`src/tecx_pkg.sv`:
```
// Purpose: shared constants for the external timer count-input block
// Assumes: one 25 MHz system clock samples all external pins
// Notes:   timers are 16 bits wide
package tecx_pkg;
	localparam int          TECX_COUNT_WIDTH = 16;
	localparam logic [15:0] TECX_COUNT_RESET = 16'h0000;
	localparam logic [1:0]  TECX_SYNC_RESET  = 2'h0;
	localparam logic [15:0] TECX_STEP_ONE    = 16'h0001;
	localparam real         TECX_CLOCK_MHZ   = 25.0;
	// counting modes selected by the control inputs
	typedef enum logic {
		tecx_mode_dir_type_clkdir,
		tecx_mode_dir_type_quad
	} tecx_mode_type;
endpackage

```
`src/tecx_channel.sv`:
```
// Purpose: one timer: synchronises its clock and direction pins, counts
// Assumes: pins are asynchronous to mclk
// Notes:   quadrature mode counts each single phase transition, not both phases changing in one cycle
`timescale 1ns/10ps
module tecx_channel
	import tecx_pkg::*;
(
	// clock and control
	input  wire logic                        mclk,
	input  wire logic                        sys_rst,
	input  wire logic                        clk_en,
	input  wire logic                        quad_mode,
	// external pins
	input  wire logic                        ext_clock,
	input  wire logic                        ext_direction,
	// results
	output logic                             clock_sync,
	output logic                             step,
	output logic [TECX_COUNT_WIDTH-1:0]      count
);
	logic [1:0] sync_clk;
	logic [1:0] sync_dir;
	logic       last_clk;
	logic       last_dir;
	logic       clk_edge;
	logic       dir_edge;
	logic       quad_up;
	logic       next_up;
	logic       next_step;
	logic [TECX_COUNT_WIDTH-1:0] next_count;

	// -----------------------------------------------------------------
	// pin synchronisers
	// -----------------------------------------------------------------
	// two flops per pin; only sync_x[1] is read by logic
	always_ff @(posedge mclk) begin
		if (sys_rst) begin
			sync_clk <= TECX_SYNC_RESET;
			sync_dir <= TECX_SYNC_RESET;
			last_clk <= 1'b0;
			last_dir <= 1'b0;
		end else if (clk_en) begin
			sync_clk <= {sync_clk[0], ext_clock};
			sync_dir <= {sync_dir[0], ext_direction};
			last_clk <= sync_clk[1];
			last_dir <= sync_dir[1];
		end
	end

	// -----------------------------------------------------------------
	// edge decode
	// -----------------------------------------------------------------
	// either edge of the clock pin counts once
	assign clk_edge  = sync_clk[1] ^ last_clk;
	assign dir_edge  = sync_dir[1] ^ last_dir;
	// quadrature: up when phase a leads phase b
	assign quad_up   = (sync_clk[1] ^ last_dir);
	assign next_step = quad_mode ? (clk_edge ^ dir_edge) : clk_edge;
	// clock/direction mode: direction pin high counts up, low counts down; quadrature mode uses quad_up
	assign next_up   = quad_mode ? quad_up : sync_dir[1];
	assign next_count = next_up ? count + TECX_STEP_ONE
	                            : count - TECX_STEP_ONE;

	// counter register
	always_ff @(posedge mclk) begin
		if (sys_rst) begin
			count <= TECX_COUNT_RESET;
			step  <= 1'b0;
		end else if (clk_en) begin
			step <= next_step;
			if (next_step) begin
				count <= next_count;
			end
		end
	end

	assign clock_sync = sync_clk[1];

	// -----------------------------------------------------------------
	// checks
	// -----------------------------------------------------------------
	a_one_step_edge: assert property (@(posedge mclk)
		disable iff (sys_rst)
		clk_en && !quad_mode && clk_edge |=> count != $past(count))
		else $error("count missed a clock edge");
	a_no_edge_hold: assert property (@(posedge mclk)
		disable iff (sys_rst)
		clk_en && !next_step |=> $stable(count))
		else $error("count moved without an edge");
	a_dir_up_count: assert property (@(posedge mclk)
		disable iff (sys_rst)
		clk_en && !quad_mode && clk_edge && sync_dir[1]
		|=> count == $past(count) + TECX_STEP_ONE)
		else $error("count did not rise with direction high");
	a_dir_down_count: assert property (@(posedge mclk)
		disable iff (sys_rst)
		clk_en && !quad_mode && clk_edge && !sync_dir[1]
		|=> count == $past(count) - TECX_STEP_ONE)
		else $error("count did not fall with direction low");
	a_quad_up_step: assert property (@(posedge mclk)
		disable iff (sys_rst)
		clk_en && quad_mode && clk_edge && !dir_edge && quad_up
		|=> count == $past(count) + TECX_STEP_ONE)
		else $error("quadrature forward step wrong");
	a_quad_dir_step: assert property (@(posedge mclk)
		disable iff (sys_rst)
		clk_en && quad_mode && dir_edge && !clk_edge
		|=> count != $past(count))
		else $error("quadrature phase b edge not counted");
	a_quad_glitch_hold: assert property (@(posedge mclk)
		disable iff (sys_rst)
		clk_en && quad_mode && dir_edge && clk_edge |=> $stable(count))
		else $error("double phase change counted");
	a_freeze_hold: assert property (@(posedge mclk)
		disable iff (sys_rst)
		!clk_en |=> $stable(count) && $stable(step))
		else $error("state moved while disabled");
	c_count_up: cover property (@(posedge mclk) clk_edge && sync_dir[1]);
	c_count_down: cover property (@(posedge mclk) clk_edge && !sync_dir[1]);
	c_quad_step: cover property (@(posedge mclk) quad_mode && dir_edge);
endmodule // tecx_channel

```
`src/tecx_top.sv`:
```
// Purpose: external count inputs for two up/down timers
// Assumes: all pins asynchronous; control inputs come from mclk logic
// Notes:   timer a clock may feed the baud generator
`timescale 1ns/10ps
module tecx_top
	import tecx_pkg::*;
(
	// clock and reset
	input  wire logic                        mclk,
	input  wire logic                        sys_rst,
	input  wire logic                        clk_en,
	// mode control from the core
	input  wire logic                        timer_a_quad_mode,
	input  wire logic                        timer_b_quad_mode,
	input  wire logic                        baud_use_ext_clock,
	input  wire logic                        baud_int_clock,
	// external pins
	input  wire logic                        timer_a_ext_clock,
	input  wire logic                        timer_a_ext_direction,
	input  wire logic                        timer_b_ext_clock,
	input  wire logic                        timer_b_ext_direction,
	// timer results
	output logic [TECX_COUNT_WIDTH-1:0]      timer_a_count,
	output logic [TECX_COUNT_WIDTH-1:0]      timer_b_count,
	output logic                             timer_a_step,
	output logic                             timer_b_step,
	// baud generator clock source
	output logic                             baud_clock
);
	logic a_clock_sync;
	logic next_baud_clock;

	// -----------------------------------------------------------------
	// timer channels
	// -----------------------------------------------------------------
	// timer a
	tecx_channel u_timer_a (
		.mclk          (mclk),
		.sys_rst       (sys_rst),
		.clk_en        (clk_en),
		.quad_mode     (timer_a_quad_mode),
		.ext_clock     (timer_a_ext_clock),
		.ext_direction (timer_a_ext_direction),
		.clock_sync    (a_clock_sync),
		.step          (timer_a_step),
		.count         (timer_a_count)
	);

	// timer b
	tecx_channel u_timer_b (
		.mclk          (mclk),
		.sys_rst       (sys_rst),
		.clk_en        (clk_en),
		.quad_mode     (timer_b_quad_mode),
		.ext_clock     (timer_b_ext_clock),
		.ext_direction (timer_b_ext_direction),
		.clock_sync    (),
		.step          (timer_b_step),
		.count         (timer_b_count)
	);

	// -----------------------------------------------------------------
	// baud clock selection
	// -----------------------------------------------------------------
	// pick synchronised pin or internal source
	assign next_baud_clock = baud_use_ext_clock ? a_clock_sync
	                                            : baud_int_clock;

	always_ff @(posedge mclk) begin
		if (sys_rst) begin
			baud_clock <= 1'b0;
		end else if (clk_en) begin
			baud_clock <= next_baud_clock;
		end
	end

	a_baud_ext_sel: assert property (@(posedge mclk)
		disable iff (sys_rst)
		clk_en && baud_use_ext_clock |=> baud_clock == $past(a_clock_sync))
		else $error("baud clock not following timer a pin");
	a_baud_int_sel: assert property (@(posedge mclk)
		disable iff (sys_rst)
		clk_en && !baud_use_ext_clock
		|=> baud_clock == $past(baud_int_clock))
		else $error("baud clock not following internal source");
	c_baud_ext: cover property (@(posedge mclk) baud_use_ext_clock && baud_clock);
	c_both_step: cover property (@(posedge mclk) timer_a_step && timer_b_step);
endmodule // tecx_top

```
`config.mk`:
```
export PLATFORM = sky130hd
export DESIGN_NAME = tecx_top
export DESIGN_NICKNAME = d
export VERILOG_FILES = /design/src/tecx_pkg.sv /design/src/tecx_channel.sv /design/src/tecx_top.sv
export SDC_FILE = /design/constraint.sdc
export NUM_CORES = 1
export LEC_CHECK = 0
export BUFFER_PORTS_ARGS = -buffer_cell sky130_fd_sc_hd__buf_4
export CAP_MARGIN = 20
export CORE_MARGIN = 2
export CORE_UTILIZATION = 52
export CTS_CLUSTER_DIAMETER = 50
export DETAILED_ROUTE_END_ITERATION = 8
export GPL_ROUTABILITY_DRIVEN = 0
export MAX_ROUTING_LAYER = met4
export PLACE_DENSITY = 0.76
export SLEW_MARGIN = 10
export SYNTH_ARGS = -nofsm -noshare
export SYNTH_HDL_FRONTEND = slang
export SYNTH_SLANG_ARGS = --single-unit
```
`constraint.sdc`:
```
create_clock -name mclk -period 3.7 [get_ports mclk]
set_input_delay 0.74 -clock mclk [delete_from_list [all_inputs] [get_ports mclk]]
set_output_delay 0.74 -clock mclk [all_outputs]
set_load 0.005 [all_outputs]
```
# Word-level counts from Yosys, hierarchy flattened
# Index checks and enable logic that the tools add are counted.
[totals]
mem_bits_rw = 0
mem_bits_ro = 0
output_inout_bits = 35
ff_bits = 47
input_bits = 11
mem_count = 0
elab_cells = 34
latch_bits = 0
[op_classes]
n_mul = 0
reduce_logical = 2
mux = 7
shifts = 0
div_mod_pow = 0
n_bitwise = 8
n_lt_le_gt_ge = 0
addsub = 4
eq_ne = 0
[ops]
columns = ["op", "count"]
rows = [
  ["$add A16 B1 Y16 const B", 2],
  ["$mux W16", 2],
  ["$sub A16 B1 Y16 const B", 2],
  ["$xor A1 B1 Y1", 8],
  ["$mux W1", 5],
  ["$reduce_and A2 Y1", 2],
]

# Depth between registers and ports, before layout
# Gate-level depths: netlist of the first run.
[logic_depth]
word_depth = 4
mapped_depth = 12
depth_no_buf = 10

# Modules after synthesis
# Synthesis of the first run repeated with hierarchy kept, for this count alone.
[unflattened]
hier_cells = 404
hier_area_um2 = 3246.9
[by_module_without_submodules]
columns = ["mod", "area_per_inst_um2", "cells_per_inst", "n_inst", "seq_area_each_um2"]
rows = [
  ["tecx_channel", 1600.3, 200, 2, 460.4],
  ["tecx_top", 46.3, 4, 1, 20.0],
]

# Least setup slack after synthesis of the first run
# Ideal clock, no wire load.
[synth_path]
path_type = "input to register"
start = "input timer_b_quad_mode"
end = "register u_timer_b.count[10]"
arrival_time_ns = 3.187
path_buffers = 2
path_slack_ns = 0.392
setup_ns = 0.121
t_required_ns = 3.579
stages = 12
cell_sequence = "clkbuf_2 > inv_1 > o21ai_0 > clkbuf_1 > xnor2_1 > ha_1 > or4_1 > nor2_1 > o22a_1 > nand4b_1 > o21ai_0 > mux2_2"
[synth_via]
elab_chain_len = 2
elab_cells_between_ends = 4
cone_classes = "mux: 3; reduce/logical: 1"
[synth_lines]
columns = ["item", "line", "source"]
rows = [
  ["start, declared", "tecx_top.sv:14", "input wire logic timer_b_quad_mode,"],
  ["$mux W1, on equally long branches", "tecx_channel.sv:60, tecx_channel.sv:58", ""],
  ["$mux W16 / $reduce_and A2 Y1 (equally long branches)", "n/a", ""],
  ["end signal, assigned", "tecx_channel.sv:72", "count <= next_count;"],
  ["end, declared", "tecx_channel.sv:19", "output logic [TECX_COUNT_WIDTH-1:0] count"],
]
# Several ways; a longest one is shown, not always the timed one.
# A chain may end at the register's enable or synchronous reset.

# Final worst setup path of the first run
# Same ends and word-level chain as after synthesis.

==> results of run 1 <==
power groups by stage:
stage          logic, mW  clock network, mW  registers [mW]
3_5_place_dp       0.258                  0           0.578
3_3_place_gp       0.255                  0           0.577
5_1_grt            0.294              0.417           0.572
4_1_cts            0.260              0.400           0.566
2_1_floorplan      0.197                  0           0.564
6_report           0.262              0.382           0.567
worst max-delay path: cells and delay by family:
family	cells	cell delay, ps
muxes	1	340
adders and majority gates	1	240
buffers and inverters	1	140
AOI/OAI and AO/OA	3	440
xor gates and xnor gates	1	110
and+or+nand+nor	4	1000
synth_stat cells, types with 2 or more instances:
| cell type | instances | area [um2] |
|---|---|---|
| nor4_1 | 12 | 75.07 |
| or3_1 | 9 | 56.30 |
| nand4b_1 | 2 | 17.52 |
| a211oi_1 | 4 | 30.03 |
| buf_1 | 3 | 11.26 |
| inv_1 | 8 | 30.03 |
| nand4_1 | 14 | 87.58 |
| o21a_1 | 3 | 22.52 |
| ha_1 | 2 | 25.02 |
| xnor2_1 | 18 | 157.7 |
| a21oi_1 | 24 | 120.1 |
| or4_1 | 7 | 52.55 |
| o21ai_0 | 15 | 75.07 |
| nor3_1 | 14 | 70.07 |
| o211ai_1 | 5 | 37.54 |
| clkbuf_1 | 17 | 63.81 |
| buf_2 | 4 | 20.02 |
| a2111oi_0 | 2 | 17.52 |
| mux2i_1 | 15 | 150.1 |
| and2_1 | 2 | 12.51 |
| nor2b_1 | 5 | 31.28 |
| nor2_1 | 58 | 217.7 |
| nand3_1 | 16 | 80.08 |
| nand2_1 | 21 | 78.83 |
| or2_2 | 3 | 18.77 |
| and4_1 | 2 | 17.52 |
| xor2_1 | 8 | 70.07 |
| mux2_2 | 6 | 67.56 |
| dfxtp_1 | 47 | 940.9 |
| nand4bb_1 | 2 | 22.52 |
| and3_1 | 5 | 31.28 |
state kept, by name, summed over array words and instances (netlist names):
register,flops
u_timer_b.sync_dir,2
u_timer_b.step,1
u_timer_a.sync_dir,2
u_timer_a.sync_clk,2
u_timer_a.last_clk,1
baud_clock,1
u_timer_b.sync_clk,2
u_timer_a.count,16
u_timer_b.last_clk,1
u_timer_b.last_dir,1
u_timer_a.last_dir,1
u_timer_a.step,1
u_timer_b.count,16
worst max path at each step:
| stage | from | to | slack (ps) | cells after the start |
|---|---|---|---|---|
| detailed placement | timer_b_quad_mode | u_timer_b.count[10] | 590 | 11 |
| finish | timer_b_quad_mode | u_timer_b.count[10] | 890 | 11 |
| CTS | timer_b_quad_mode | u_timer_b.count[10] | 900 | 11 |
| global placement | timer_b_quad_mode | u_timer_b.count[10] | 670 | 11 |
| global route | u_timer_b.sync_clk[1] | u_timer_b.count[10] | 680 | 11 |
| floorplan | timer_b_quad_mode | u_timer_b.count[10] | 390 | 12 |
layout make-up:
cell class / count / share of cell area [%]
Timing Repair Buffer: 49 / 10.95
Clock buffer: 5 / 2.049
Tap cell: 72 / 2.683
Inverter: 8 / 0.8942
Clock inverter: 3 / 1.304
Multi-Input combinational cell: 294 / 54.10
Sequential cell: 47 / 28.02
metal layers:
metal	global-route usage, %	vias to the layer above	part of all wire, %
li1	-	1410	-
met1	31.12	1302	48
met2	34.87	84	46
met3	3.563	13	5.2
met4	6.667	0	1.4
met5	-	-	0
stage by stage:
stage                     hold slack (ps)  instance area [um2]  util, %  worst slack (ps)
final                               478.9                 3358    61.74             886.8
after global routing                502.6                 3358    61.74             683.2
after CTS                           483.8                 3358    61.74             902.0
after detailed placement            464.0                 3246    59.67             591.6
after global placement              460.8                 3246    59.67             672.0
after floorplan                     460.1                 2899        -             392.3
cells in the final DEF (no fill, tap or decap), drive strengths merged, types with 12 or more instances in the layout:
master,instances
nor2,58
buf,49
dfxtp,47
a21oi,24
nand2,21
xnor2,18
nand3,16
o21ai,16
mux2i,15
nor3,15
nand4,14
nor4,12
cells by family after synthesis:
| family | synth area share, % |
|---|---|
| and+or+nand+nor | 32.20 |
| AOI/OAI and AO/OA | 14.24 |
| DFF | 32.46 |
| buffers and inverters | 4.877 |
| xor gates and xnor gates | 7.855 |
| muxes | 7.509 |
| adders and majority gates | 0.8630 |
==> flow_summary.toml, run 1 <==
[clock_tree]
ctsResizeCount = 0
h-tree-depth = 2
clkLatencyLatePin_ps = 300
cts_buffers = 5
clkTransAtPathRegs_ps = 90
root_buffer = "clkbuf_8"
cts_setup_buffers = 0
cts_num_sinks = 47
postCtsHoldBufs = 0
cts_tree = "built"
clockBufferDepth = 2

[place]
dp.cells = 470
dp_hpwl_mm = 4.681
port_buffers = 45

[pwr]
power.internal_uw = 853.4
switchingPower_uw = 357.5
finalPower_mw = 1.211
p_per_area_nw_per_um2 = 360.6
p_sw_share_pct = 29.52
combPwrFrac_pct = 21.7
p_leak_nw = 1.343
p_seq_share_pct = 46.8
peakVddDrop_mv = 0.2146
clockPowerShare_pct = 31.6

[min_path]
hold_depth = 2
holdCritPathClass = "reg -> reg"
hold_start = "u_timer_b.step"
hold_end = "u_timer_b.step"

[floorplan]
die_h_um = 78.67
rows = 27
die-area_um2 = 6188
start_util_pct = 53.30
core_area_um2 = 5439
ios = 46
die_w_um = 78.67

[sta]
setup-tns-final_ps = 0
setup-violations-final = 0
drv_slew = 0
clock-skew-final_ps = 11.49
maxClockFrequency_mhz = 355.5
relSlewSlack_pct = 37.96
rsz0062_at_grt = "no"
finalHoldViolCount = 0
worst_pin_slew_ps = 923.4
period_share_pct = 76.03
min_period_ps = 2813

[synth]
ys_ff_latch = 47
syn_inst = 375
yosysSeqAreaShare_pct = 32.46
syn_nets = 388
async_flop_share_pct = 0
synth_flop_cell = "dfxtp_1"
avgSynthCellArea_um2 = 7.731
synth_edf_count = 0
synth_area_um2 = 2899
yosysWarnings = 0
ys_types = 53

[final_layout]
instances_no_fill = 478
fin_nets = 418
drive_above_1_share_pct = 17.00
nFillCells = 475
n_antenna_cell = 0
syn_to_final_growth_pct = 15.84
multi_input_area_um2 = 1817
seq_area_um2 = 940.9

[job]
cap_violations = 0

[critical_path]
critical_path_class = "in -> reg"
slowest_stage = "or4_1"
cp-end-kind = "flip-flop"
reg2reg_depth = 11
r2r-end = "u_timer_b.count[10]"
cpPeakStageDelay_ps = 490
worst_ep_arrival_time_ps = 3000
startpoint_type = "input pin"
worstPathRequired_ps = 3890
r2r_start = "u_timer_b.sync_clk[1]"
worstPathMaxFanout = 9
reg2reg_slack_ps = 910
critical_path.most_common_cell = "o21ai_0"
crit_chain = "buf_4, or2b_1, o21ai_0, xnor2_1, ha_1, or4_1, nor2_1, o22a_1, nand4b_1, o21ai_0, mux2_2"

[global_route]
track_usage_pct = 22.76
antenna_found_initial = 0
grt_start_max_net_pins = 54
grt_pass1_vias = 2434
grt_pass1_wl_mm = 11.23
grt_overflow_total = 0

[routing]
wl_mm = 6.653
vias = 2809
drtPass1Iterations = 5
drt_iter0_drc = 238
drtAntennaViolNets = 0
routedWlPerCell_um = 13.92
via_per_inst = 5.877
drc = 0

[status]
outcome = "completed"
(Power assumes the default switching activity.)
==> run 2: changes to the inputs <==
--- a/config.mk
+++ b/config.mk
@@ -8,12 +8,12 @@
 export BUFFER_PORTS_ARGS = -buffer_cell sky130_fd_sc_hd__buf_4
 export CAP_MARGIN = 20
 export CORE_MARGIN = 2
-export CORE_UTILIZATION = 52
+export CORE_UTILIZATION = 51
 export CTS_CLUSTER_DIAMETER = 50
 export DETAILED_ROUTE_END_ITERATION = 8
 export GPL_ROUTABILITY_DRIVEN = 0
 export MAX_ROUTING_LAYER = met4
-export PLACE_DENSITY = 0.76
+export PLACE_DENSITY = 0.78
 export SLEW_MARGIN = 10
 export SYNTH_ARGS = -nofsm -noshare
 export SYNTH_HDL_FRONTEND = slang
==> constraint.sdc (replaced) <==
create_clock -name mclk -period 2.3 [get_ports mclk]
set_input_delay 0.46 -clock mclk [delete_from_list [all_inputs] [get_ports mclk]]
set_output_delay 0.46 -clock mclk [all_outputs]
set_load 0.005 [all_outputs]
==> flow_summary.toml, run 2 (synthesis gave the netlist of run 1 again) <==
[status]
outcome = "finished, violations left"
violations = "negative setup slack"

[job]
cap_violations = 0

[sta]
min_period_ps = 2369
clock-skew-final_ps = 11.55
maxClockFrequency_mhz = 422.0
rsz0062_at_grt = "yes"
layout_setup_ws_ps = -69.47
finalHoldViolCount = 0
whs_ps = 394.3
period_share_pct = 103.0
drv_slew = 0
relSlewSlack_pct = 61.16
setup-violations-final = 3
worst_pin_slew_ps = 582.5

[global_route]
grt_start_max_net_pins = 54
grt_pass1_vias = 2740
grt_overflow_total = 0
grt_pass1_wl_mm = 12.86
track_usage_pct = 26.22
antenna_found_initial = 0

[final_layout]
nFillCells = 437
top_regs = "u_timer_a.count (16), u_timer_b.count (16)"
seq_area_um2 = 947.2
fin_nets = 468
drive_above_1_share_pct = 34.73
syn_to_final_growth_pct = 35.87
final_common_cell = "buf_4"
mostFrequentLayoutCells = "buf_4, nor2_1, dfxtp_1, nand2_1, a21oi_1"
n_antenna_cell = 0
multi_input_area_um2 = 2018

[clock_tree]
clockBufferDepth = 2
clkTransAtPathRegs_ps = 80
cts_num_sinks = 47
root_buffer = "clkbuf_8"
postCtsHoldBufs = 0
clkLatencyLatePin_ps = 300
h-tree-depth = 2
cts_tree = "built"
cts_buffers = 5

[critical_path]
crit_chain = "xnor2_2, o21ai_2, xnor2_2, ha_2, and4_1, a211oi_2, o22a_1, a2111o_1, and3_4, nor3_4"
worst_ep_arrival_time_ps = 2590
cpPeakStageDelay_ps = 440
startpoint_type = "flip-flop"
worstPathRequired_ps = 2520
critical_path_class = "reg -> reg"
crit_family = "compound AO/OA/AOI/OAI gates"
cp-end-kind = "flip-flop"
slowest_stage = "a2111o_1"
worstPathMaxFanout = 4
critical_path.most_common_cell = "xnor2_2"
cp_num_buf_inv = 0

[pwr]
combPwrFrac_pct = 28.5
power.internal_mw = 1.467
finalPower_mw = 2.099
p_seq_share_pct = 42.8
switchingPower_uw = 631.7
peakVddDrop_mv = 0.3464
p_per_area_nw_per_um2 = 532.8
clockPowerShare_pct = 28.7
p_sw_share_pct = 30.10
p_leak_nw = 1.634

[routing]
drtAntennaViolNets = 0
drt_iter0_drc = 254
vias = 3146
via_per_inst = 5.970
drtPass1Iterations = 6
routedWlPerCell_um = 15.64
drc = 0
wl_mm = 8.242

[floorplan]
rows = 27
start_util_pct = 52.65
ios = 46
core_area_um2 = 5507
die-area_um2 = 6304
die_h_um = 79.40
die_w_um = 79.40

[place]
port_buffers = 45
dp_hpwl_mm = 5.489

[min_path]
holdCritPathClass = "in -> reg"
[run 2: cell count changes in the layout (fill, tap and decap cells not counted), moves of 5 or more]
cell / before / now
dfxtp_2: 0 / 5
a21oi_2: 0 / 6
o21ai_0: 15 / 10
a21oi_1: 24 / 17
dfxtp_1: 47 / 42
buf_4: 49 / 97
[run 2: per-stage QoR]
stage | worst slack [ps] | instances | area (um2) | util [%] | TNS (ps)
after global placement | -253.8 | 515 | 3655 | 66.37 | -1231
after global routing | -183.8 | 527 | 3939 | 71.53 | -826.2
after detailed placement | -327.9 | 515 | 3655 | 66.37 | -1716
final | -69.47 | 527 | 3939 | 71.53 | -148.4
after floorplan | -420.7 | 375 | 3003 | - | -1518
after CTS | -65.79 | 525 | 3806 | 69.12 | -86.23
[run 2: final timing paths]
check                                             end  cells past startpoint               start  slack, ps
worst min register to register         u_timer_a.step                      2      u_timer_a.step        490
worst max register to register    u_timer_b.count[14]                     10  u_timer_b.last_dir        -70
worst min-delay path            u_timer_b.sync_clk[0]                      3   timer_b_ext_clock        390
worst max-delay path              u_timer_b.count[14]                     10  u_timer_b.last_dir        -70
[run 2: final cells by class]
type	instances	area share, %
multi-input combinational	294	51.24
sequential	47	24.05
timing repair buffer	99	19.06
tap	72	2.287
clock buffer	6	1.842
clock inverter	1	0.7624
inverter	8	0.7624
[run 2: per-layer routing]
metal  up-vias  part of all wire, %  track usage, %
met5         -                    0               -
met4         0                  1.7           9.310
met3        20                  6.3           4.072
met2       148                   50           43.90
met1      1471                   42           32.23
li1       1507                    -               -
[run 2: repair_timing]
action / 4_1_cts / 5_1_grt
hold endpoints to repair: 0 / 0
buffers inserted: 3 / 2
gates resized for setup: 9 / 25
endpoints found under the setup margin: 5 / 12
pin swaps: 11 / 8
[run 2: worst reg2reg max path: stages, from the launching register on]
cell and delay, ps:
dfxtp_2 340, xnor2_2 150, o21ai_2 200, xnor2_2 130, ha_2 200, and4_1 220, a211oi_2 50, o22a_1 230
a2111o_1 440, and3_4 180, nor3_4 150
[run 2: power groups by stage]
stage | Combinational, mW | Clock (mW) | Sequential (mW)
finish | 0.598 | 0.602 | 0.899
global route | 0.652 | 0.641 | 0.905
CTS | 0.541 | 0.612 | 0.896
detailed placement | 0.523 | 0 | 0.914
global placement | 0.506 | 0 | 0.912
floorplan | 0.341 | 0 | 0.908
==> run 3: changes to the inputs <==
--- a/config.mk
+++ b/config.mk
@@ -8,12 +8,12 @@
 export BUFFER_PORTS_ARGS = -buffer_cell sky130_fd_sc_hd__buf_4
 export CAP_MARGIN = 20
 export CORE_MARGIN = 2
-export CORE_UTILIZATION = 51
+export CORE_UTILIZATION = 52
 export CTS_CLUSTER_DIAMETER = 50
 export DETAILED_ROUTE_END_ITERATION = 8
 export GPL_ROUTABILITY_DRIVEN = 0
 export MAX_ROUTING_LAYER = met4
-export PLACE_DENSITY = 0.78
+export PLACE_DENSITY = 0.76
 export SLEW_MARGIN = 10
 export SYNTH_ARGS = -nofsm -noshare
 export SYNTH_HDL_FRONTEND = slang
==> constraint.sdc (replaced) <==
create_clock -name mclk -period 2.8 [get_ports mclk]
set_input_delay 0.56 -clock mclk [delete_from_list [all_inputs] [get_ports mclk]]
set_output_delay 0.56 -clock mclk [all_outputs]
set_load 0.005 [all_outputs]
==> flow_summary.toml, run 3 (synthesis gave the netlist of run 1 again) <==
[place]
dp_hpwl_mm = 4.901
dp.cells = 481
port_buffers = 45
placed_area_um2 = 3351

[routing]
drtAntennaViolNets = 0
routedWlPerCell_um = 14.40
drtPass1Iterations = 4
vias = 2844
drt_iter0_drc = 250
via_per_inst = 5.816
wl_mm = 7.040
drc = 0

[critical_path]
cp-end-kind = "flip-flop"
startpoint_type = "flip-flop"
r2r_start = "u_timer_a.sync_clk[1]"
crit_family = "compound AO/OA/AOI/OAI gates"
critPathLaunch = "u_timer_a.sync_clk[1]"
cpPeakStageDelay_ps = 380
worstPathMaxFanout = 5
cp_num_buf_inv = 1
crit_chain = "xnor2_1, a21o_1, xnor2_1, ha_2, inv_1, or3_1, or3_1, o211ai_1, o21ai_0, a311oi_1"
worstPathRequired_ps = 3020
critical_path_class = "reg -> reg"
reg2reg_slack_ps = 220
slowest_stage = "dfxtp_1"
worst_ep_arrival_time_ps = 2800

[sta]
period_share_pct = 92.10
drv_slew = 0
relSlewSlack_pct = 63.84
clock-skew-final_ps = 13.06
setup-tns-final_ps = 0
setup-violations-final = 0
rsz0062_at_grt = "no"
finalHoldViolCount = 0
min_period_ps = 2579
worst_pin_slew_ps = 542.4
maxClockFrequency_mhz = 387.8

[pwr]
finalPower_mw = 1.560
p_per_area_nw_per_um2 = 452.6
peakVddDrop_mv = 0.2208
p_leak_nw = 1.390

[global_route]
antenna_found_initial = 0
met1_usage_pct = 32.31
met2_usage_pct = 35.98
grt_start_max_net_pins = 54
grt_overflow_total = 0
grt_pass1_vias = 2538
grt_use_met3_pct = 4.483
track_usage_pct = 24.03
top_usage_layer = "met2"
grt_pass1_wl_mm = 11.85

[final_layout]
fin_area_um2 = 3446
fin_nets = 429
final_core_util_pct = 63.35
drive_above_1_share_pct = 20.62
syn_to_final_growth_pct = 18.86
final_common_cell = "buf_4"
n_antenna_cell = 0
nFillCells = 520
top_regs = "u_timer_a.count (16), u_timer_b.count (16)"
instances_no_fill = 489
mostFrequentLayoutCells = "buf_4, nor2_1, dfxtp_1, a21oi_1, nand2_1"

[floorplan]
die_h_um = 78.67
ios = 46
core_area_um2 = 5439
die-area_um2 = 6188
start_util_pct = 53.30
rows = 27
die_w_um = 78.67

[clock_tree]
clkLatencyLatePin_ps = 310
h-tree-depth = 2
postCtsHoldBufs = 0
ctsResizeCount = 0
clkTransAtPathRegs_ps = 100
cts_num_sinks = 47
root_buffer = "clkbuf_8"
clockBufferDepth = 2
cts_tree = "built"
cts_buffers = 5
cts_setup_buffers = 0

[min_path]
hold_start = "u_timer_b.step"
holdCritPathClass = "reg -> reg"

[job]
cap_violations = 0

[status]
outcome = "completed"
==> run 3: cell count changes in the layout (fill, tap and decap cells not counted), moves of 3 or more <==
cell	change
a21oi_1	+7
a21oi_2	-6
buf_4	-37
dfxtp_1	+5
dfxtp_2	-5
nor3_1	+3
nor4_1	+3
o21ai_0	+4
or4_1	+3
or4_4	-3
xnor2_1	+3
xnor2_2	-3
==> run 3: where the power goes <==
group          internal [mW]  total, mW  switching [mW]
combinational          0.177      0.364           0.187
sequential             0.699      0.750          0.0508
clock                  0.184      0.446           0.262
==> run 3: final cells by class <==
class / count / area [um2] / area share, %
Multi-Input combinational cell: 294 / 1839 / 53.38
Inverter: 8 / 30.03 / 0.8715
Clock buffer: 5 / 68.82 / 1.997
Timing Repair Buffer: 60 / 450.4 / 13.07
Clock inverter: 3 / 26.28 / 0.7625
Tap cell: 72 / 90.09 / 2.614
Sequential cell: 47 / 940.9 / 27.31
==> run 3: stage by stage <==
| step | setup slack, ps | hold WS [ps] |
|---|---|---|
| floorplan | -22.92 | 460.1 |
| global placement | 101.0 | 454.9 |
| detailed placement | 33.15 | 458.1 |
| CTS | 209.9 | 466.5 |
| global route | 16.02 | 486.7 |
| finish | 221.2 | 472.0 |
==> run 3: worst paths after layout <==
check / endpoint / depth (start not counted)
worst max-delay path: u_timer_a.count[12] / 10
worst min-delay path: u_timer_b.step / 2
worst max register to register: u_timer_a.count[12] / 10
worst min register to register: u_timer_b.step / 2
==> run 3: worst min-delay path, cell delays in order (launching register included) <==
cell	delay, ps
dfxtp_1	320
nand2_1	60
a21oi_1	50
==> run 3: metal layers <==
layer / vias up / part of all wire [%]
li1: 1437 / -
met1: 1291 / 45
met2: 103 / 46
met3: 13 / 7.2
met4: 0 / 1.7
met5: - / 0
